File: config.mk
export PLATFORM = sky130hd
export DESIGN_NAME = transport_cfg
export DESIGN_NICKNAME = d
export VERILOG_FILES = /design/src/transport_pkg.sv /design/src/hdr_pack.sv /design/src/transport_cfg.sv
export SDC_FILE = /design/constraint.sdc
export NUM_CORES = 1
export LEC_CHECK = 0
export BUFFER_PORTS_ARGS = -buffer_cell sky130_fd_sc_hd__buf_4
export CORE_AREA = 2 2 141 143
export CTS_CLUSTER_DIAMETER = 100
export DETAILED_ROUTE_END_ITERATION = 8
export DIE_AREA = 0 0 143 145
export PLACE_DENSITY_LB_ADDON = 0.12
export SLEW_MARGIN = 20
export SYNTH_ARGS = -nofsm -noshare
export SYNTH_HDL_FRONTEND = slang
export SYNTH_SLANG_ARGS = --single-unit
File: constraint.sdc
create_clock -name mclk -period 2.2 [get_ports mclk]
set_input_delay 0.44 -clock mclk [delete_from_list [all_inputs] [get_ports mclk]]
set_output_delay 0.44 -clock mclk [all_outputs]
set_load 0.02 [all_outputs]
File: src/transport_pkg.sv
// Constants shared by the transport header and configuration logic
// Summary of operation
// - Two-bit type code; only 00 and 01 used
// - Identifiers 8 bits small, 16 bits large
// - Small addresses 256, large 65,536 devices
// - Format type follows the two-bit type code in the header
// - Idless switch accepts maintenance when hops zero
// - Nonzero hops: decrement, forward by target
// - Maintenance responses carry hop count 0xFF
// - Registers 32 bits on aligned words
// - Undefined offsets complete normally, no error
// - Capability area read-only, writes silently dropped
// - Reserved bits and registers read zero
// - Implementation area behaviour is ours
// - Big-endian: bit 0 is most significant
// - Registers accessed as 32-bit words
// - Capability registers returned to maintenance reads
// - Features bit 27 flags large identifiers
// - Identifier bits 8-15 hold small identifier
// - Identifier bits 16-31 hold large identifier
// - Identifier reset values chosen by design
// - Response swaps origin into target field
package transport_pkg;

  // ----------------------------------------
  // Transport type codes and field widths
  // ----------------------------------------
  localparam logic [1:0] TT_SMALL = 2'h0;
  localparam logic [1:0] TT_WIDE = 2'h1;
  localparam int TT_W = 2;
  localparam int SMALL_ID_W = 8;
  localparam int WIDE_ID_W = 16;
  localparam int SMALL_ID_COUNT = 256;
  localparam int WIDE_ID_COUNT = 65536;
  localparam int FTYPE_W = 4;
  localparam logic [3:0] MAINT_FTYPE = 4'h8;
  localparam int HOP_W = 8;
  localparam logic [7:0] HOP_RESPONSE = 8'hFF;

  // ----------------------------------------
  // Serialised header layout, left justified
  // ----------------------------------------
  localparam int HDR_W = 56;
  localparam int HDR_LEN_W = 6;
  localparam logic [5:0] HDR_SMALL_LEN = 6'h1E;
  localparam logic [5:0] HDR_WIDE_LEN = 6'h2E;

  // ----------------------------------------
  // Configuration space
  // ----------------------------------------
  localparam int REG_W = 32;
  localparam int OFFSET_W = 24;
  localparam logic [23:0] OFF_FEATURES = 24'h00_0010;
  localparam logic [23:0] OFF_OWN_ID = 24'h00_0060;
  localparam logic [23:0] CAR_LAST = 24'h00_003C;
  localparam logic [23:0] CSR_LAST = 24'h00_00FC;
  localparam logic [23:0] EXT_LAST = 24'h00_FFFC;

  // Big-endian bit numbers, then their little-endian positions
  localparam int FEAT_LARGE_BE = 27;
  localparam int SMALL_ID_BE_FIRST = 8;
  localparam int WIDE_ID_BE_FIRST = 16;
  localparam int FEAT_LARGE_POS = REG_W - 1 - FEAT_LARGE_BE;
  localparam int SMALL_ID_HI = REG_W - 1 - SMALL_ID_BE_FIRST;
  localparam int WIDE_ID_HI = REG_W - 1 - WIDE_ID_BE_FIRST;

  typedef enum logic [1:0] {
    SPACE_CAR,
    SPACE_CSR,
    SPACE_EXT,
    SPACE_IMPL
  } space_t;

endpackage
File: src/hdr_pack.sv
// Registered transport header serialiser
`timescale 1ns/1ns
module hdr_pack (
  // Clock and reset
  input wire logic mclk,
  input wire logic rst_n,
  // Header fields
  input wire logic load,
  input wire logic [1:0] tt,
  input wire logic [3:0] ftype,
  input wire logic [15:0] target_identifier,
  input wire logic [15:0] origin_identifier,
  input wire logic [7:0] hop_count,
  // Serialised header
  output logic valid_q,
  output logic [55:0] hdr_q,
  output logic [5:0] len_q
);

  // ----------------------------------------
  // Field ordering
  // ----------------------------------------
  logic [55:0] small_hdr;
  logic [55:0] wide_hdr;
  logic [55:0] hdr_d;
  logic [5:0] len_d;

  // Format nibble sits once, right behind the type code
  assign small_hdr = {tt, ftype, target_identifier[7:0], origin_identifier[7:0],
                      hop_count, 26'h000_0000};
  assign wide_hdr = {tt, ftype, target_identifier, origin_identifier,
                     hop_count, 10'h000};
  assign hdr_d = (tt == transport_pkg::TT_WIDE) ? wide_hdr : small_hdr;
  assign len_d = (tt == transport_pkg::TT_WIDE) ? transport_pkg::HDR_WIDE_LEN
                                                : transport_pkg::HDR_SMALL_LEN;

  always_ff @(posedge mclk or negedge rst_n) begin
    if (!rst_n) begin
      valid_q <= 1'b0;
      hdr_q <= '0;
      len_q <= '0;
    end else begin
      valid_q <= load;
      if (load) begin
        hdr_q <= hdr_d;
        len_q <= len_d;
      end
    end
  end

endmodule

File: src/transport_cfg.sv
// Maintenance handling, hop forwarding and transport configuration registers
`timescale 1ns/1ns
module transport_cfg #(
  parameter int unsigned LARGE_SUPPORT = 1,
  parameter int unsigned SWITCH_NO_ID = 0,
  parameter logic [7:0] SMALL_ID_RESET = 8'hFF,
  parameter logic [15:0] WIDE_ID_RESET = 16'hFFFF
) (
  // Clock and reset
  input wire logic mclk,
  input wire logic rst_n,
  // Received maintenance request
  input wire logic rx_valid,
  input wire logic [1:0] rx_tt,
  input wire logic [3:0] rx_ftype,
  input wire logic [15:0] rx_target_identifier,
  input wire logic [15:0] rx_origin_identifier,
  input wire logic [7:0] rx_hop_count,
  input wire logic rx_write,
  input wire logic [23:0] rx_offset,
  input wire logic [31:0] rx_wdata,
  // Response to send back
  output logic rsp_valid,
  output logic [55:0] rsp_header,
  output logic [5:0] rsp_header_len,
  output logic rsp_write_q,
  output logic [31:0] rsp_rdata_q,
  // Packet forwarded onward
  output logic fwd_valid,
  output logic [55:0] fwd_header,
  output logic [5:0] fwd_header_len,
  output logic [15:0] fwd_target_identifier_q,
  output logic fwd_write_q,
  output logic [23:0] fwd_offset_q,
  output logic [31:0] fwd_wdata_q,
  // Status
  output logic discard_q,
  output logic [7:0] small_own_identifier_q,
  output logic [15:0] wide_own_identifier_q
);

  // ----------------------------------------
  // Elaboration checks
  // ----------------------------------------
  if (LARGE_SUPPORT > 1) begin : g_bad_large
    $error("LARGE_SUPPORT must be 0 or 1");
  end
  if (SWITCH_NO_ID > 1) begin : g_bad_switch
    $error("SWITCH_NO_ID must be 0 or 1");
  end
  if (transport_pkg::SMALL_ID_COUNT != (1 << transport_pkg::SMALL_ID_W) ||
      transport_pkg::WIDE_ID_COUNT != (1 << transport_pkg::WIDE_ID_W)) begin : g_bad_ids
    $error("Identifier widths do not match device counts");
  end

  // ----------------------------------------
  // Layout checks
  // ----------------------------------------
  // Port widths are fixed, so the package must keep to them
  if (transport_pkg::HDR_W != 56 || transport_pkg::HDR_LEN_W != 6) begin : g_bad_hdr_w
    $error("Header port widths do not match the package");
  end
  if (transport_pkg::REG_W != 32 || transport_pkg::OFFSET_W != 24) begin : g_bad_reg_w
    $error("Register or offset width does not match the ports");
  end
  if (transport_pkg::TT_W != 2 || transport_pkg::FTYPE_W != 4 ||
      transport_pkg::HOP_W != 8) begin : g_bad_fields
    $error("Header field widths do not match the ports");
  end
  if (int'(transport_pkg::HDR_WIDE_LEN) != transport_pkg::TT_W + transport_pkg::FTYPE_W +
      2 * transport_pkg::WIDE_ID_W + transport_pkg::HOP_W) begin : g_bad_wide_len
    $error("Wide header length does not match its fields");
  end
  if (int'(transport_pkg::HDR_SMALL_LEN) != transport_pkg::TT_W + transport_pkg::FTYPE_W +
      2 * transport_pkg::SMALL_ID_W + transport_pkg::HOP_W) begin : g_bad_small_len
    $error("Small header length does not match its fields");
  end
  if (int'(transport_pkg::HDR_WIDE_LEN) > transport_pkg::HDR_W) begin : g_bad_hdr_fit
    $error("Wide header does not fit the header port");
  end
  // Both identifier fields must sit inside the word without overlapping
  if (transport_pkg::SMALL_ID_HI >= transport_pkg::REG_W ||
      transport_pkg::WIDE_ID_HI >= transport_pkg::SMALL_ID_HI - transport_pkg::SMALL_ID_W + 1 ||
      transport_pkg::WIDE_ID_HI < transport_pkg::WIDE_ID_W - 1) begin : g_bad_id_fields
    $error("Identifier fields overlap or leave the register");
  end
  if (transport_pkg::FEAT_LARGE_POS < 0 ||
      transport_pkg::FEAT_LARGE_POS >= transport_pkg::REG_W) begin : g_bad_feat_pos
    $error("Large support flag lies outside the register");
  end
  // Space decode relies on the areas following each other in order
  if (transport_pkg::CAR_LAST >= transport_pkg::CSR_LAST ||
      transport_pkg::CSR_LAST >= transport_pkg::EXT_LAST) begin : g_bad_spaces
    $error("Configuration areas out of order");
  end
  if (transport_pkg::OFF_FEATURES > transport_pkg::CAR_LAST ||
      transport_pkg::OFF_OWN_ID <= transport_pkg::CAR_LAST ||
      transport_pkg::OFF_OWN_ID > transport_pkg::CSR_LAST) begin : g_bad_offsets
    $error("Register offsets outside their areas");
  end

  localparam logic LARGE_ON = (LARGE_SUPPORT == 1);
  localparam logic SWITCH_ON = (SWITCH_NO_ID == 1);

  // ----------------------------------------
  // Space decode
  // ----------------------------------------
  function automatic transport_pkg::space_t space_of(input logic [23:0] off);
    transport_pkg::space_t s;
    if (off <= transport_pkg::CAR_LAST) begin
      s = transport_pkg::SPACE_CAR;
    end else if (off <= transport_pkg::CSR_LAST) begin
      s = transport_pkg::SPACE_CSR;
    end else if (off <= transport_pkg::EXT_LAST) begin
      s = transport_pkg::SPACE_EXT;
    end else begin
      s = transport_pkg::SPACE_IMPL;
    end
    return s;
  endfunction

  // ----------------------------------------
  // Request classification
  // ----------------------------------------
  logic tt_ok;
  logic tt_wide;
  logic is_maint;
  logic id_match;
  logic hop_zero;
  logic addressed;
  logic local_acc;
  logic fwd_go;
  logic dropped;

  // Reserved codes are never accepted nor echoed back
  assign tt_ok = (rx_tt == transport_pkg::TT_SMALL) ||
                 (rx_tt == transport_pkg::TT_WIDE);
  assign tt_wide = (rx_tt == transport_pkg::TT_WIDE);
  assign is_maint = (rx_ftype == transport_pkg::MAINT_FTYPE);
  // Wide packets only match when the wide identifier is supported
  assign id_match = tt_wide ? (LARGE_ON && rx_target_identifier == wide_own_identifier_q)
                            : (rx_target_identifier[7:0] == small_own_identifier_q);
  assign hop_zero = (rx_hop_count == 8'h00);
  assign addressed = SWITCH_ON ? hop_zero : id_match;
  assign local_acc = rx_valid && tt_ok && is_maint && addressed;
  assign fwd_go = rx_valid && tt_ok && is_maint && SWITCH_ON && !hop_zero;
  assign dropped = rx_valid && !local_acc && !fwd_go;

  // ----------------------------------------
  // Register decode
  // ----------------------------------------
  logic [23:0] word_off;
  transport_pkg::space_t space;
  logic sel_features;
  logic sel_own_id;
  logic own_id_wr;

  // Byte lanes below a word are ignored: every access is one whole word
  assign word_off = {rx_offset[23:2], 2'b00};
  assign space = space_of(word_off);
  assign sel_features = (word_off == transport_pkg::OFF_FEATURES);
  assign sel_own_id = (word_off == transport_pkg::OFF_OWN_ID);
  // Capability space has no writable bit, so writes there just complete
  assign own_id_wr = local_acc && rx_write && sel_own_id &&
                     (space == transport_pkg::SPACE_CSR);

  // ----------------------------------------
  // Read data
  // ----------------------------------------
  logic [31:0] feat_word;
  logic [31:0] id_word;
  logic [31:0] rd_word;

  always_comb begin
    feat_word = '0;
    feat_word[transport_pkg::FEAT_LARGE_POS] = LARGE_ON;
  end

  always_comb begin
    id_word = '0;
    id_word[transport_pkg::SMALL_ID_HI -: 8] = small_own_identifier_q;
    // Wide field reads zero when the device cannot use it
    id_word[transport_pkg::WIDE_ID_HI -: 16] = LARGE_ON ? wide_own_identifier_q
                                                        : 16'h0000;
  end

  // Unmapped and implementation space read zero and still answer
  always_comb begin
    case (space)
      transport_pkg::SPACE_CAR: rd_word = sel_features ? feat_word : '0;
      transport_pkg::SPACE_CSR: rd_word = sel_own_id ? id_word : '0;
      transport_pkg::SPACE_EXT: rd_word = '0;
      transport_pkg::SPACE_IMPL: rd_word = '0;
      default: rd_word = '0;
    endcase
  end

  // ----------------------------------------
  // Identifier register
  // ----------------------------------------
  logic [7:0] small_id_d;
  logic [15:0] wide_id_d;

  assign small_id_d = own_id_wr ? rx_wdata[transport_pkg::SMALL_ID_HI -: 8]
                                : small_own_identifier_q;
  assign wide_id_d = (own_id_wr && LARGE_ON) ? rx_wdata[transport_pkg::WIDE_ID_HI -: 16]
                                             : wide_own_identifier_q;

  // Reset values are parameters so each board can choose its own
  always_ff @(posedge mclk or negedge rst_n) begin
    if (!rst_n) begin
      small_own_identifier_q <= SMALL_ID_RESET;
      wide_own_identifier_q <= WIDE_ID_RESET;
    end else begin
      small_own_identifier_q <= small_id_d;
      wide_own_identifier_q <= wide_id_d;
    end
  end

  // ----------------------------------------
  // Response
  // ----------------------------------------
  logic [15:0] rsp_origin;
  logic [15:0] rsp_target;

  // Identifiers swap ends so the answer returns to the requester
  assign rsp_target = tt_wide ? rx_origin_identifier
                              : {8'h00, rx_origin_identifier[7:0]};
  assign rsp_origin = tt_wide ? wide_own_identifier_q
                              : {8'h00, small_own_identifier_q};

  hdr_pack u_rsp_pack (
    .mclk(mclk),
    .rst_n(rst_n),
    .load(local_acc),
    .tt(rx_tt),
    .ftype(transport_pkg::MAINT_FTYPE),
    .target_identifier(rsp_target),
    .origin_identifier(rsp_origin),
    .hop_count(transport_pkg::HOP_RESPONSE),
    .valid_q(rsp_valid),
    .hdr_q(rsp_header),
    .len_q(rsp_header_len)
  );

  // Writes answer too, with zero data, so no access ever stalls or errors
  always_ff @(posedge mclk or negedge rst_n) begin
    if (!rst_n) begin
      rsp_write_q <= 1'b0;
      rsp_rdata_q <= '0;
    end else if (local_acc) begin
      rsp_write_q <= rx_write;
      rsp_rdata_q <= rx_write ? 32'h0000_0000 : rd_word;
    end
  end

  // ----------------------------------------
  // Forwarding
  // ----------------------------------------
  logic [7:0] hop_next;

  assign hop_next = rx_hop_count - 8'h01;

  hdr_pack u_fwd_pack (
    .mclk(mclk),
    .rst_n(rst_n),
    .load(fwd_go),
    .tt(rx_tt),
    .ftype(rx_ftype),
    .target_identifier(rx_target_identifier),
    .origin_identifier(rx_origin_identifier),
    .hop_count(hop_next),
    .valid_q(fwd_valid),
    .hdr_q(fwd_header),
    .len_q(fwd_header_len)
  );

  // Port choice is left to the routing stage via the target identifier
  always_ff @(posedge mclk or negedge rst_n) begin
    if (!rst_n) begin
      fwd_target_identifier_q <= '0;
      fwd_write_q <= 1'b0;
      fwd_offset_q <= '0;
      fwd_wdata_q <= '0;
    end else if (fwd_go) begin
      fwd_target_identifier_q <= rx_target_identifier;
      fwd_write_q <= rx_write;
      fwd_offset_q <= rx_offset;
      fwd_wdata_q <= rx_wdata;
    end
  end

  // ----------------------------------------
  // Discard indication
  // ----------------------------------------
  always_ff @(posedge mclk or negedge rst_n) begin
    if (!rst_n) begin
      discard_q <= 1'b0;
    end else begin
      discard_q <= dropped;
    end
  end

endmodule

### After elaboration in Yosys (flattened, before gate mapping)

Index checks and enable logic that the tools add are counted.

| operators by class | value |
|---|---|
| order comparisons | 3 |
| equal/unequal tests | 9 |
| multiplexer cells | 12 |
| reduce and logical (&&, ||, !) cells | 12 |

Operators by type and width:

| kind | count |
|---|---|
| 32-bit one-hot mux with 3 select lines | 1 |
| 50-bit 2-to-1 mux | 1 |
| 16-bit 2-to-1 mux | 2 |
| 32-bit 2-to-1 mux | 1 |
| 24-bit by 16-bit less-or-equal comparator with 1-bit output (second input constant) | 1 |
| 24-bit by 6-bit less-or-equal comparator with 1-bit output (second input constant) | 1 |
| 24-bit by 8-bit less-or-equal comparator with 1-bit output (second input constant) | 1 |
| 24-bit 2-to-1 mux | 1 |
| 22-bit by 3-bit == test with 1-bit output (second input constant) | 1 |
| 22-bit by 5-bit == test with 1-bit output (second input constant) | 1 |
| 16-bit == test | 1 |
| 8-bit == test | 1 |
| 1-bit logical AND | 7 |
| 6-bit 2-to-1 mux | 1 |
| 5-bit 2-to-1 mux | 1 |
| 2-bit by 1-bit == test with 1-bit output (second input constant) | 2 |
| 2-bit == test (second input constant) | 2 |
| 4-bit == test (second input constant) | 1 |
| 2-bit zero test | 2 |
| 2-bit 2-to-1 mux | 2 |
| 1-bit 2-to-1 mux | 2 |
| 2-bit OR reduction | 1 |
| 1-bit zero test | 1 |
| 1-bit logical OR | 1 |

| storage, ports and cells | value |
|---|---|
| flip-flop bits (word level) | 121 |
| input bits | 106 |
| output and inout port bits | 257 |
| word-level logic and storage cells | 44 |

### Depth between registers and ports, before layout

Gate-level depths: netlist of the first run.

| depth | value |
|---|---|
| depth in word-level cells | 8 |
| mapped depth | 7 |
| gate-level depth less buffers | 6 |

### Hierarchy

From an unflattened synthesis of the first run, not the netlist that was laid out.

| unflattened totals | value |
|---|---|
| cell total of the unflattened synthesis | 785 |
| area, all modules | 8618.3 um^2 |

By module, submodules not included:

| module | instances | cells an instance | area an instance (um^2) | seq. area each (um^2) |
|---|---|---|---|---|
| hdr_pack | 2 | 225 | 2575.0 | 1251.2 |
| transport_cfg | 1 | 335 | 3468.3 | 1281.2 |

### Least setup slack after synthesis of the first run

Ideal clock, no wire load.

| path | value |
|---|---|
| kind | register to register |
| start point | register wide_own_identifier_q[10] |
| end point | register rsp_rdata_q[4] |
| library setup time | 125 ps |
| data arrival time | 2161 ps |
| required time | 2075 ps |
| setup slack | -86 ps |
| cell stages (with the launch flop) | 8 |
| buffers on the path | 1 |
| clock period less this slack | 2286 ps |
| path through | dfstp_2 > xnor2_1 > nand4_1 > nor4_4 > o211ai_2 > inv_2 > buf_4 > mux2_2 |

| on the way | value |
|---|---|
| longest elaborated chain between the ends | 3 |

RTL lines:

| element | line | source |
|---|---|---|
| start: declaration | transport_cfg.sv:39 | `output logic [15:0] wide_own_identifier_q` |
| start signal: assignment | transport_cfg.sv:216 | `wide_own_identifier_q <= wide_id_d;` |
| 16-bit == test | transport_cfg.sv:141 | `assign id_match = tt_wide ? (LARGE_ON && rx_target_identifier == wide_own_identifier_q)` |
| 1-bit 2-to-1 mux | transport_cfg.sv:141 |  |
| 1-bit logical AND | transport_cfg.sv:145 | `assign local_acc = rx_valid && tt_ok && is_maint && addressed;` |
| end signal: assignment | transport_cfg.sv:253 | `rsp_rdata_q <= rx_write ? 32'h0000_0000 : rd_word;` |
| end: declaration | transport_cfg.sv:27 | `output logic [31:0] rsp_rdata_q,` |

Every way passes these cells.
A chain may end at the register's enable or synchronous reset.

### Worst setup path in the final report of the first run

| path | value |
|---|---|
| start point | register wide_own_identifier_q[9] |
| end point | register rsp_rdata_q[17] |

The elaborated chain is that of the path after synthesis.

==> results of run 1 <==
[worst max-delay path, cell delays in order (launching register included)]
cell and delay (ps):
sky130_fd_sc_hd__dfstp_2 580, sky130_fd_sc_hd__xnor2_2 120, sky130_fd_sc_hd__nand4_1 200, sky130_fd_sc_hd__nor4_4 410, sky130_fd_sc_hd__o211ai_2 150, sky130_fd_sc_hd__inv_2 110, sky130_fd_sc_hd__buf_12 180, sky130_fd_sc_hd__clkbuf_16 190
sky130_fd_sc_hd__mux2i_1 190
[cells by family after synthesis]
kind of cell / synth area share
muxes: 0.158
xor gates and xnor gates: 0.0382
buffers and inverters: 0.275
DFF: 0.406
and+or+nand+nor: 0.0967
AOI/OAI and AO/OA: 0.0253
other: 0.000682
[per-layer routing]
layer | vias up | GRT usage | share of wire
li1 | 1828 | - | -
met1 | 1836 | 0.174 | 0.40
met2 | 193 | 0.242 | 0.50
met3 | 14 | 0.0521 | 0.085
met4 | 0 | 0.0391 | 0.012
met5 | - | 0 | 0
[sequential cells by signal (all words and copies together) (netlist names)]
register                cells
u_rsp_pack.hdr_q           35
rsp_rdata_q                24
small_own_identifier_q      8
u_rsp_pack.len_q            2
u_rsp_pack.valid_q          1
rsp_write_q                 1
wide_own_identifier_q      16
discard_q                   1
[layout make-up]
type	instances	area share
flip-flops and latches	88	0.302
repair buffers	234	0.262
well taps	265	0.0448
clock inverters	7	0.0154
inverters	40	0.0203
clock buffers	9	0.0305
multi-input cells	377	0.326
[cells in the mapped netlist (2+ instances only)]
library cell	n
sky130_fd_sc_hd__mux2_2	16
sky130_fd_sc_hd__dfrtp_1	64
sky130_fd_sc_hd__buf_4	174
sky130_fd_sc_hd__nand2_1	56
sky130_fd_sc_hd__xor2_1	6
sky130_fd_sc_hd__and3_1	11
sky130_fd_sc_hd__inv_1	39
sky130_fd_sc_hd__nand2b_1	2
sky130_fd_sc_hd__and2_1	2
sky130_fd_sc_hd__dfstp_2	24
sky130_fd_sc_hd__nor2_1	10
sky130_fd_sc_hd__xnor2_1	18
sky130_fd_sc_hd__mux2_4	20
sky130_fd_sc_hd__buf_6	2
sky130_fd_sc_hd__clkbuf_1	8
sky130_fd_sc_hd__nand4_1	4
sky130_fd_sc_hd__nor4_1	11
sky130_fd_sc_hd__nor3_1	2
sky130_fd_sc_hd__a221o_1	8
sky130_fd_sc_hd__mux2i_1	39
[timing repair]
item / CTS / global route
pin swaps: 0 / 3
gates resized for setup: 0 / 7
setup endpoints to repair: 11 / 82
hold endpoints to repair: 9 / 0
setup buffers: 1 / 4
gates cloned: 0 / 3
hold buffers: 1 / 0
[final timing paths]
check	start	endpoint	slack (ps)	depth (start not counted)
hold / removal	rx_wdata[11]	wide_own_identifier_q[11]	310	2
min in group asynchronous	rst_n	rsp_rdata_q[14]	500	2
max in group asynchronous	rst_n	u_rsp_pack.hdr_q[40]	1080	3
hold reg to reg	u_rsp_pack.len_q[4]	u_rsp_pack.len_q[4]	480	1
setup reg to reg	wide_own_identifier_q[9]	rsp_rdata_q[17]	-20	8
setup / recovery	wide_own_identifier_q[9]	rsp_rdata_q[17]	-20	8
[power groups by stage]
stage | Combinational (µW) | Clock, µW | Sequential [µW]
after floorplan | 673 | 0 | 2050
after global placement | 1100 | 0 | 1880
after detailed placement | 1110 | 0 | 1880
after CTS | 1110 | 1820 | 1850
after global routing | 1190 | 1880 | 1870
final | 1110 | 1750 | 1850
[stage by stage]
step	instance area, µm²	std cells
4_1_cts	7250	1013
3_5_place_dp	6890	995
3_3_place_gp	6890	995
5_1_grt	7400	1020
2_1_floorplan	6130	689
6_report	7400	1020
[cells in the final DEF (no fill, tap or decap), drive strengths merged, types with 2 or more instances in the layout]
| cell type | synthesis | layout |
|---|---|---|
| buf | 176 | 230 |
| conb | 1 | 158 |
| dfrtp | 64 | 64 |
| nand2 | 56 | 56 |
| inv | 40 | 42 |
| mux2i | 39 | 39 |
| mux2 | 36 | 36 |
| dfstp | 24 | 24 |
| xnor2 | 18 | 18 |
| clkbuf | 8 | 12 |
| nor4 | 12 | 12 |
| and3 | 11 | 11 |
| nor2 | 10 | 10 |
| a221o | 8 | 8 |
| xor2 | 6 | 6 |
| nand4 | 4 | 4 |
| and2 | 3 | 3 |
| clkinv | 0 | 3 |
| nand2b | 2 | 2 |
| nor3 | 2 | 2 |
| bufinv | 0 | 2 |
| o211ai | 2 | 2 |
==> impl_metrics.csv, run 1 <==
group,metric,value,unit
run_status,result_of_the_run,"complete, but fails checks",
run_status,violations,"setup timing",
min_path,holdCritPathClass,"in2reg",
global_routing,global_route_usage_over_all_layers,0.144,
route,drt_first_pass_iters,4,
floorplanning,die_y,145,µm
route,totalWireLength,15500,µm
cts,clock_tree.root_cell,"sky130_fd_sc_hd__clkbuf_16",
pwr,power_frac_clock,0.372,
pwr,power.share.switching,0.321,
flow_run,timing.max_cap.violations,0,
timing,finalWorstSetupSlack,-22.9,ps
finish,multi_input_comb_area,0.00241,mm²
route,detail_route.wl_per_cell,15.2,µm
pwr,share_seq_of_total_power,0.393,
pwr,p_switching,1510,µW
floorplanning,floorplan.initialDensity,0.286,
pwr,combPwrFrac,0.235,
worst_setup_path,critical_path_rt,2470,ps
finish,drive_gt1_frac,0.421,
cts,cts.clk_slew.worst_paths,80,ps
timing,setup_violations,26,
route,routed-via-count,3871,
global_routing,grt_start_max_net_pins,51,
logic_synthesis,synth-seq-cells,88,
finish,post-route-util,0.385,
route,initial_drc_count,112,
finish,fillerInstances,1961,
logic_synthesis,yosys.area.top_type,"sky130_fd_sc_hd__dfrtp_1",
timing,worst_clock_skew,16.2,ps
global_routing,overflow,0,
floorplanning,design.die.area,0.0207,mm²
logic_synthesis,synth-edff-count,0,
timing,timing.final.crit_period,2220,ps
worst_setup_path,cp.arrival,2500,ps
route,drt.antenna.violating_nets,0,
logic_synthesis,mappedNetlistArea,0.00550,mm²
cts,clockBufferDepth,2,
logic_synthesis,async_reset_ff_frac,1.00,
timing,post-route-period-util,1.01,
cts,clk_latency,350,ps
worst_setup_path,criticalPathCategory,"reg2reg",
pwr,p_leak,0.00389,µW
logic_synthesis,yosys.cell_types.count,36,
floorplanning,ios,363,
timing,hold_viol,0,
worst_setup_path,critical_path.startpoint_type,"register",
pwr,max-vdd-ir-drop,0.000344,V
floorplanning,floorplan_die_width,143,µm
cts,cts_buffers,9,
placed_design,gp_routability_congestion,0.786,
placed_design,detailedPlacementHpwl,12100,µm
cts,htree_num_levels,3,
finish,n_diodes,0,
pwr,power_per_cell_area,636,mW/mm²
floorplanning,core,0.0192,mm²
logic_synthesis,synth_top_cell_area_share,0.291,
logic_synthesis,synth_cells,532,
placed_design,place_worst_setup_slack,-163,ps
route,routed_via_density,3.80,
pwr,report.power.total,4700,µW
worst_setup_path,endpoint_kind,"register",
logic_synthesis,synth.yosys.warnings,0,
finish,seq_area,0.00223,mm²
logic_synthesis,syn-mean-instance-area,10.3,µm²
placed_design,io_buffer_count,186,
pwr,intPower,3200,µW
timing,final_max_slew_viol_count,0,
timing,finalHoldWorstSlack,314,ps
finish,area_growth_syn_to_layout,34.6,%
global_routing,grt_first_pass_wirelength,22900,µm
global_routing,first_global_vias,3880,
logic_synthesis,dominantRegCellSynth,"sky130_fd_sc_hd__dfrtp_1",
global_routing,initial_antenna_violation_count,0,
logic_synthesis,yosysSeqAreaShare,0.406,
finish,fin_nets,856,
floorplanning,row_count,51,
timing,setup_total_neg_slack,-206,ps
worst_setup_path,cp_max_fo,11,
timing,maxClockFrequency,0.450,GHz
logic_synthesis,synth.area.top_cells,"sky130_fd_sc_hd__dfrtp_1, sky130_fd_sc_hd__buf_4, sky130_fd_sc_hd__dfstp_2",
cts,tritoncts,"yes",
route,route.detailed.drc,0,
timing,unrepaired_setup_endpoints_after_global_routing,"true",
cts,clock_sinks,88,
No activity file was read; power rests on OpenSTA's default activity.
==> inputs of run 2 (changes only) <==
--- a/config.mk
+++ b/config.mk
@@ -6,7 +6,9 @@
 export NUM_CORES = 1
 export LEC_CHECK = 0
 export BUFFER_PORTS_ARGS = -buffer_cell sky130_fd_sc_hd__buf_4
-export CORE_AREA = 2 2 141 143
+export CAP_MARGIN = 20
+export CORE_AREA = 8 8 135 137
+export CTS_BUF_LIST = sky130_fd_sc_hd__clkbuf_16
 export CTS_CLUSTER_DIAMETER = 100
 export DETAILED_ROUTE_END_ITERATION = 8
 export DIE_AREA = 0 0 143 145
==> impl_metrics.csv, run 2 (same netlist as run 1, synthesis figures left out) <==
group,metric,value,unit
run_status,result_of_the_run,"finished, final reports clean",
route,initial_drc_count,118,
floorplanning,die_y,145,µm
pwr,intPower,3170,µW
timing,hold_viol,0,
pwr,p_switching,1480,µW
pwr,share_seq_of_total_power,0.398,
pwr,p_leak,0.00381,µW
timing,timing.final.crit_period,2140,ps
global_routing,grt_start_max_net_pins,38,
timing,unrepaired_setup_endpoints_after_global_routing,"false",
finish,largestRegisters,"u_rsp_pack.hdr_q x35, rsp_rdata_q x24, wide_own_identifier_q x16",
cts,clock_sinks,88,
route,routed-via-count,3875,
finish,drive_gt1_frac,0.414,
cts,clk_latency,350,ps
placed_design,placed_cells,951,
placed_design,io_buffer_count,186,
global_routing,first_global_vias,4255,
cts,clockBufferDepth,2,
global_routing,initial_antenna_violation_count,0,
route,route.detailed.drc,0,
worst_setup_path,critical_path.startpoint_type,"register",
floorplanning,floorplan.initialDensity,0.340,
worst_setup_path,critPathMostFrequentCell,"sky130_fd_sc_hd__buf_12",
floorplanning,ios,363,
floorplanning,floorplan_die_width,143,µm
min_path,holdCritPathClass,"in2async",
pwr,power.share.switching,0.318,
timing,final_max_slew_viol_count,0,
flow_run,timing.max_cap.violations,0,
placed_design,gp_routability_congestion,0.797,
floorplanning,core,0.0162,mm²
timing,maxClockFrequency,0.467,GHz
finish,fin_nets,850,
finish,largest_register_ff_count,35,
global_routing,overflow,0,
worst_setup_path,endpoint_kind,"register",
cts,htree_num_levels,3,
timing,post-route-period-util,0.973,
cts,clock_tree.root_cell,"sky130_fd_sc_hd__clkbuf_16",
timing,finalWorstSetupSlack,59.8,ps
placed_design,detailedPlacementHpwl,13900,µm
pwr,report.power.total,4650,µW
worst_setup_path,criticalPathCategory,"reg2reg",
pwr,combPwrFrac,0.241,
worst_setup_path,cp_max_fo,8,
floorplanning,row_count,47,
route,routed_via_density,4.00,
floorplanning,design.die.area,0.0207,mm²
timing,worst_clock_skew,11.6,ps
placed_design,place_worst_setup_slack,-133,ps
finish,n_diodes,0,
worst_setup_path,critical_path_rt,2460,ps
cts,cts.clk_slew.worst_paths,70,ps
timing,setup_violations,0,
finish,layoutNonFillerInstCount,969,
finish,layout.cells.most_common_list,"sky130_fd_sc_hd__buf_4, sky130_fd_sc_hd__conb_1, sky130_fd_sc_hd__dfrtp_1, sky130_fd_sc_hd__nand2_1, sky130_fd_sc_hd__inv_1",
global_routing,global_route_usage_over_all_layers,0.163,
cts,tritoncts,"yes",
finish,largest-register,"u_rsp_pack.hdr_q",
route,drt_first_pass_iters,4,
worst_setup_path,critical-path-max-stage-delay,540,ps
global_routing,grt_first_pass_wirelength,25700,µm
pwr,max-vdd-ir-drop,0.000348,V
pwr,power_frac_clock,0.361,
pwr,power_per_cell_area,646,mW/mm²
worst_setup_path,cp.arrival,2400,ps
finish,most_common_cell_after_layout_fill_and_taps_aside,"sky130_fd_sc_hd__buf_4",
worst_setup_path,crit_path_cell_trace,"xor2_1 > nor4_1 > a41o_1 > o211ai_2 > inv_4 > buf_12 > buf_12 > mux2i_1",
worst_setup_path,critPathSlowestCell,"sky130_fd_sc_hd__dfstp_2",
timing,setup_total_neg_slack,0,ps
cts,cts_buffers,9,
route,drt.antenna.violating_nets,0,
route,totalWireLength,17200,µm
finish,area_growth_syn_to_layout,30.9,%
route,detail_route.wl_per_cell,17.8,µm
==> run 2: changes by cell type in the layout (fill, tap and decap cells not counted), moves of 2 or more <==
| cell | change |
|---|---|
| sky130_fd_sc_hd__buf_12 | +2 |
| sky130_fd_sc_hd__clkbuf_16 | -3 |
| sky130_fd_sc_hd__buf_4 | -3 |
| sky130_fd_sc_hd__buf_16 | -2 |
==> run 2: layout make-up <==
cell class / instances / area [µm²]
clock buffer: 9 / 225
clock inverter: 7 / 95.1
fill: 1577 / 8980
inverter: 40 / 153
multi-input combinational: 377 / 2390
sequential: 88 / 2230
tap: 220 / 275
timing repair buffer: 228 / 1820
==> run 2: worst max-delay path: cells and delay by family, from the launching register on <==
kind,cells,cell delay [ps]
buffers and inverters,3,410
DFF,1,540
and+or+nand+nor,1,440
AOI/OAI and AO/OA,2,400
muxes,1,190
xor gates and xnor gates,1,60
==> run 2: routing by layer <==
metal | GRT usage | vias up | wire [µm]
met5 | 0 | - | 0
met4 | 0.0537 | 0 | 231
met3 | 0.0597 | 13 | 1950
met2 | 0.287 | 194 | 8520
met1 | 0.176 | 1846 | 6530
li1 | - | 1822 | -
==> run 2: repair_timing <==
item | 4_1_cts | 5_1_grt
gates resized for setup | 0 | 4
buffers inserted | 0 | 2
hold buffers | 0 | 0
setup endpoints to repair | 0 | 26
==> run 2: per-stage QoR <==
step / hold WS, ps / cell area (µm²) / utilization
after detailed placement: 398 / 6850 / 0.423
after floorplan: 144 / 6130 / -
after global routing: 28.5 / 7190 / 0.445
after CTS: 11.6 / 7170 / 0.443
after global placement: 387 / 6850 / 0.423
final: 5.49 / 7190 / 0.445
==> run 2: worst paths after layout <==
path                                           start                   endpoint  slack [ps]  cells after the start
min                                            rst_n       u_rsp_pack.hdr_q[27]           5                      1
min in group mclk                       rx_wdata[23]  small_own_identifier_q[7]         310                      2
max reg2reg                small_own_identifier_q[2]            rsp_rdata_q[15]          60                      8
max in group asynchronous                      rst_n       u_rsp_pack.hdr_q[43]        1490                      2
min reg2reg                      u_rsp_pack.len_q[4]        u_rsp_pack.len_q[4]         490                      1
max                        small_own_identifier_q[2]            rsp_rdata_q[15]          60                      8
==> run 2: power groups by stage <==
stage / Clock [µW] / Combinational (µW) / Sequential [µW]
global route: 1790 / 1210 / 1870
CTS: 1730 / 1120 / 1860
finish: 1680 / 1120 / 1850
floorplan: 0 / 673 / 2050
global placement: 0 / 1110 / 1870
detailed placement: 0 / 1120 / 1880
==> inputs of run 3 (changes only) <==
--- a/config.mk
+++ b/config.mk
@@ -5,13 +5,15 @@
 export SDC_FILE = /design/constraint.sdc
 export NUM_CORES = 1
 export LEC_CHECK = 0
+export ABC_AREA = 1
 export BUFFER_PORTS_ARGS = -buffer_cell sky130_fd_sc_hd__buf_4
 export CAP_MARGIN = 20
-export CORE_AREA = 8 8 135 137
+export CORE_AREA = 8 8 136 138
 export CTS_BUF_LIST = sky130_fd_sc_hd__clkbuf_16
 export CTS_CLUSTER_DIAMETER = 100
 export DETAILED_ROUTE_END_ITERATION = 8
-export DIE_AREA = 0 0 143 145
+export DIE_AREA = 0 0 144 146
+export HOLD_SLACK_MARGIN = 0.06
 export PLACE_DENSITY_LB_ADDON = 0.12
 export SLEW_MARGIN = 20
 export SYNTH_ARGS = -nofsm -noshare
==> impl_metrics.csv, run 3 <==
group,metric,value,unit
run_status,result_of_the_run,"finished, final reports clean",
logic_synthesis,fraction_of_the_mapped_netlist_area_in_simple_logic_gates,0.245,
logic_synthesis,yosys.area.top_type,"sky130_fd_sc_hd__dfrtp_1",
finish,most_common_cell_after_layout_fill_and_taps_aside,"sky130_fd_sc_hd__nand2_1",
cts,tritoncts,"yes",
cts,clk_latency,340,ps
cts,clock_tree.root_cell,"sky130_fd_sc_hd__clkbuf_16",
logic_synthesis,mappedNetlistArea,0.00557,mm²
logic_synthesis,synth_top_family_by_area,"buffers and inverters",
floorplanning,design.die.area,0.0210,mm²
global_routing,first_global_vias,4691,
worst_setup_path,endpoint_kind,"register",
floorplanning,ios,363,
finish,layout.cells.most_common_list,"sky130_fd_sc_hd__nand2_1, sky130_fd_sc_hd__buf_4, sky130_fd_sc_hd__conb_1, sky130_fd_sc_hd__dfrtp_1, sky130_fd_sc_hd__inv_1",
floorplanning,die_y,146,µm
timing,worst_slew_margin_rel,0.663,
floorplanning,floorplan_die_width,144,µm
logic_synthesis,post_synthesis_adder_cell_area_fraction,0,
logic_synthesis,synth_cells,732,
route,detail_route.wl_per_cell,15.0,µm
pwr,p_leak,0.00390,µW
worst_setup_path,cp.arrival,2200,ps
logic_synthesis,synth.yosys.warnings,0,
timing,tightestPinTransition,506,ps
logic_synthesis,synth_top_cell_area_share,0.288,
cts,clock_sinks,88,
logic_synthesis,most_common_cell_in_the_netlist,"sky130_fd_sc_hd__nand2_1",
pwr,max-vdd-ir-drop,0.000318,V
logic_synthesis,syn-mean-instance-area,7.61,µm²
global_routing,overflow,0,
finish,largest-register,"u_rsp_pack.hdr_q",
cts,cts_buffers,9,
timing,unrepaired_setup_endpoints_after_global_routing,"false",
global_routing,global_route_usage_over_all_layers,0.161,
timing,setup_violations,0,
timing,timing.final.crit_period,1980,ps
cts,postCtsResizedCells,0,
route,initial_drc_count,169,
finish,fillerInstances,1765,
min_path,holdCritPathClass,"in2async",
route,routed_via_density,3.96,
cts,post_cts.repair.setup_buffers,0,
route,routed-via-count,4528,
finish,layoutNonFillerInstCount,1144,
timing,hold_viol,0,
placed_design,placed_cells,1128,
logic_synthesis,dominantRegCellSynth,"sky130_fd_sc_hd__dfrtp_1",
timing,setup_total_neg_slack,0,ps
placed_design,gp_routability_congestion,0.732,
worst_setup_path,cp_max_fo,25,
worst_setup_path,critical_path_rt,2420,ps
logic_synthesis,synth.area.top_cells,"sky130_fd_sc_hd__dfrtp_1, sky130_fd_sc_hd__buf_4, sky130_fd_sc_hd__nand2_1",
logic_synthesis,synth-edff-count,0,
timing,post-route-period-util,0.902,
route,route.detailed.drc,0,
global_routing,grt_first_pass_wirelength,26200,µm
finish,area_growth_syn_to_layout,25.1,%
floorplanning,core,0.0163,mm²
pwr,power_per_cell_area,554,mW/mm²
cts,cts_hold_buffers,0,
flow_run,timing.max_cap.violations,0,
timing,final_max_slew_viol_count,0,
global_routing,grt_start_max_net_pins,68,
logic_synthesis,synth-seq-cells,88,
logic_synthesis,yosysSeqAreaShare,0.401,
finish,largest_register_ff_count,35,
timing,worst_clock_skew,9.12,ps
finish,fin_nets,1025,
finish,drive_gt1_frac,0.286,
timing,maxClockFrequency,0.504,GHz
logic_synthesis,synth.mux.area_fraction,0.00899,
worst_setup_path,criticalPathCategory,"reg2reg",
placed_design,detailedPlacementHpwl,13400,µm
route,drt.antenna.violating_nets,0,
logic_synthesis,compound_gate_portion_of_the_synthesized_area,0.0492,
floorplanning,row_count,47,
finish,n_diodes,0,
finish,largestRegisters,"u_rsp_pack.hdr_q x35, rsp_rdata_q x24, wide_own_identifier_q x16",
cts,clockBufferDepth,2,
placed_design,io_buffer_count,186,
global_routing,initial_antenna_violation_count,0,
logic_synthesis,yosys.area_share.xor_xnor,0.00787,
floorplanning,floorplan.initialDensity,0.342,
cts,htree_num_levels,3,
logic_synthesis,ys_top_cells_by_count,"sky130_fd_sc_hd__nand2_1, sky130_fd_sc_hd__buf_4, sky130_fd_sc_hd__dfrtp_1, sky130_fd_sc_hd__nor2_1, sky130_fd_sc_hd__inv_1",
route,drt_first_pass_iters,4,
worst_setup_path,critical_path.startpoint_type,"register",
route,totalWireLength,17200,µm
logic_synthesis,async_reset_ff_frac,1.00,
logic_synthesis,yosys.cell_types.count,32,
cts,cts.clk_slew.worst_paths,70,ps
==> run 3: cell families (layout without fill, tap and decap cells) <==
family | after synthesis | after routing
buffers and inverters | 246 | 281
other | 1 | 158
AND/OR/NAND/NOR | 333 | 333
multiplexers | 5 | 5
XOR/XNOR | 5 | 5
flip-flops | 88 | 88
AO/OA/AOI/OAI | 54 | 54
==> run 3: worst paths after layout <==
check | startpoint | to | slack (ps) | cells after the start
max | wide_own_identifier_q[11] | u_rsp_pack.hdr_q[33] | 220 | 11
min | rst_n | discard_q | 60 | 1
max reg2reg | wide_own_identifier_q[11] | u_rsp_pack.hdr_q[33] | 220 | 11
min reg2reg | rsp_write_q | rsp_write_q | 480 | 2
max in group asynchronous | rst_n | wide_own_identifier_q[13] | 1520 | 2
min in group mclk | rx_wdata[12] | wide_own_identifier_q[12] | 290 | 3
==> run 3: power breakdown <==
group          internal [µW]  total, µW  switching [µW]
Combinational            248        773             524
Clock                    748       1390             644
Sequential              1670       1700            30.5
==> run 3: through the flow <==
stage / total power (µW) / setup WS (ps) / instance area, µm² / utilization / hold WS, ps
after floorplan: 2420 / 436 / 6160 / - / 144
after global placement: 2490 / 180 / 6710 / 0.412 / 438
after detailed placement: 2490 / 175 / 6710 / 0.412 / 436
after CTS: 3910 / 152 / 6960 / 0.428 / 61.0
after global routing: 4040 / 6.12 / 6960 / 0.428 / 73.2
final: 3860 / 216 / 6960 / 0.428 / 60.2
==> run 3: layout make-up <==
cell class                 count  area [µm²]  area share
multi-input combinational    555        2330       0.335
sequential                    88        2230       0.321
timing repair buffer         212        1670       0.239
tap                          220         275      0.0395
clock buffer                   9         225      0.0323
inverter                      53         200      0.0287
clock inverter                 7        33.8     0.00485
==> run 3: metal layers <==
layer  track usage  wire [µm]
met4        0.0489        197
met3        0.0344       1320
met2         0.273       8430
met1         0.199       7260
met5             0          0
==> run 3: critical path: stages, from the launching register on <==
cell	delay [ps]
sky130_fd_sc_hd__dfstp_2	590
sky130_fd_sc_hd__nand2_1	60
sky130_fd_sc_hd__inv_1	50
sky130_fd_sc_hd__nor2_1	30
sky130_fd_sc_hd__nor2_1	150
sky130_fd_sc_hd__nand2_1	110
sky130_fd_sc_hd__nor2_1	100
sky130_fd_sc_hd__nand2_1	100
sky130_fd_sc_hd__nand2_4	120
sky130_fd_sc_hd__nand3b_4	290
sky130_fd_sc_hd__nand2_1	160
sky130_fd_sc_hd__o21ai_0	80
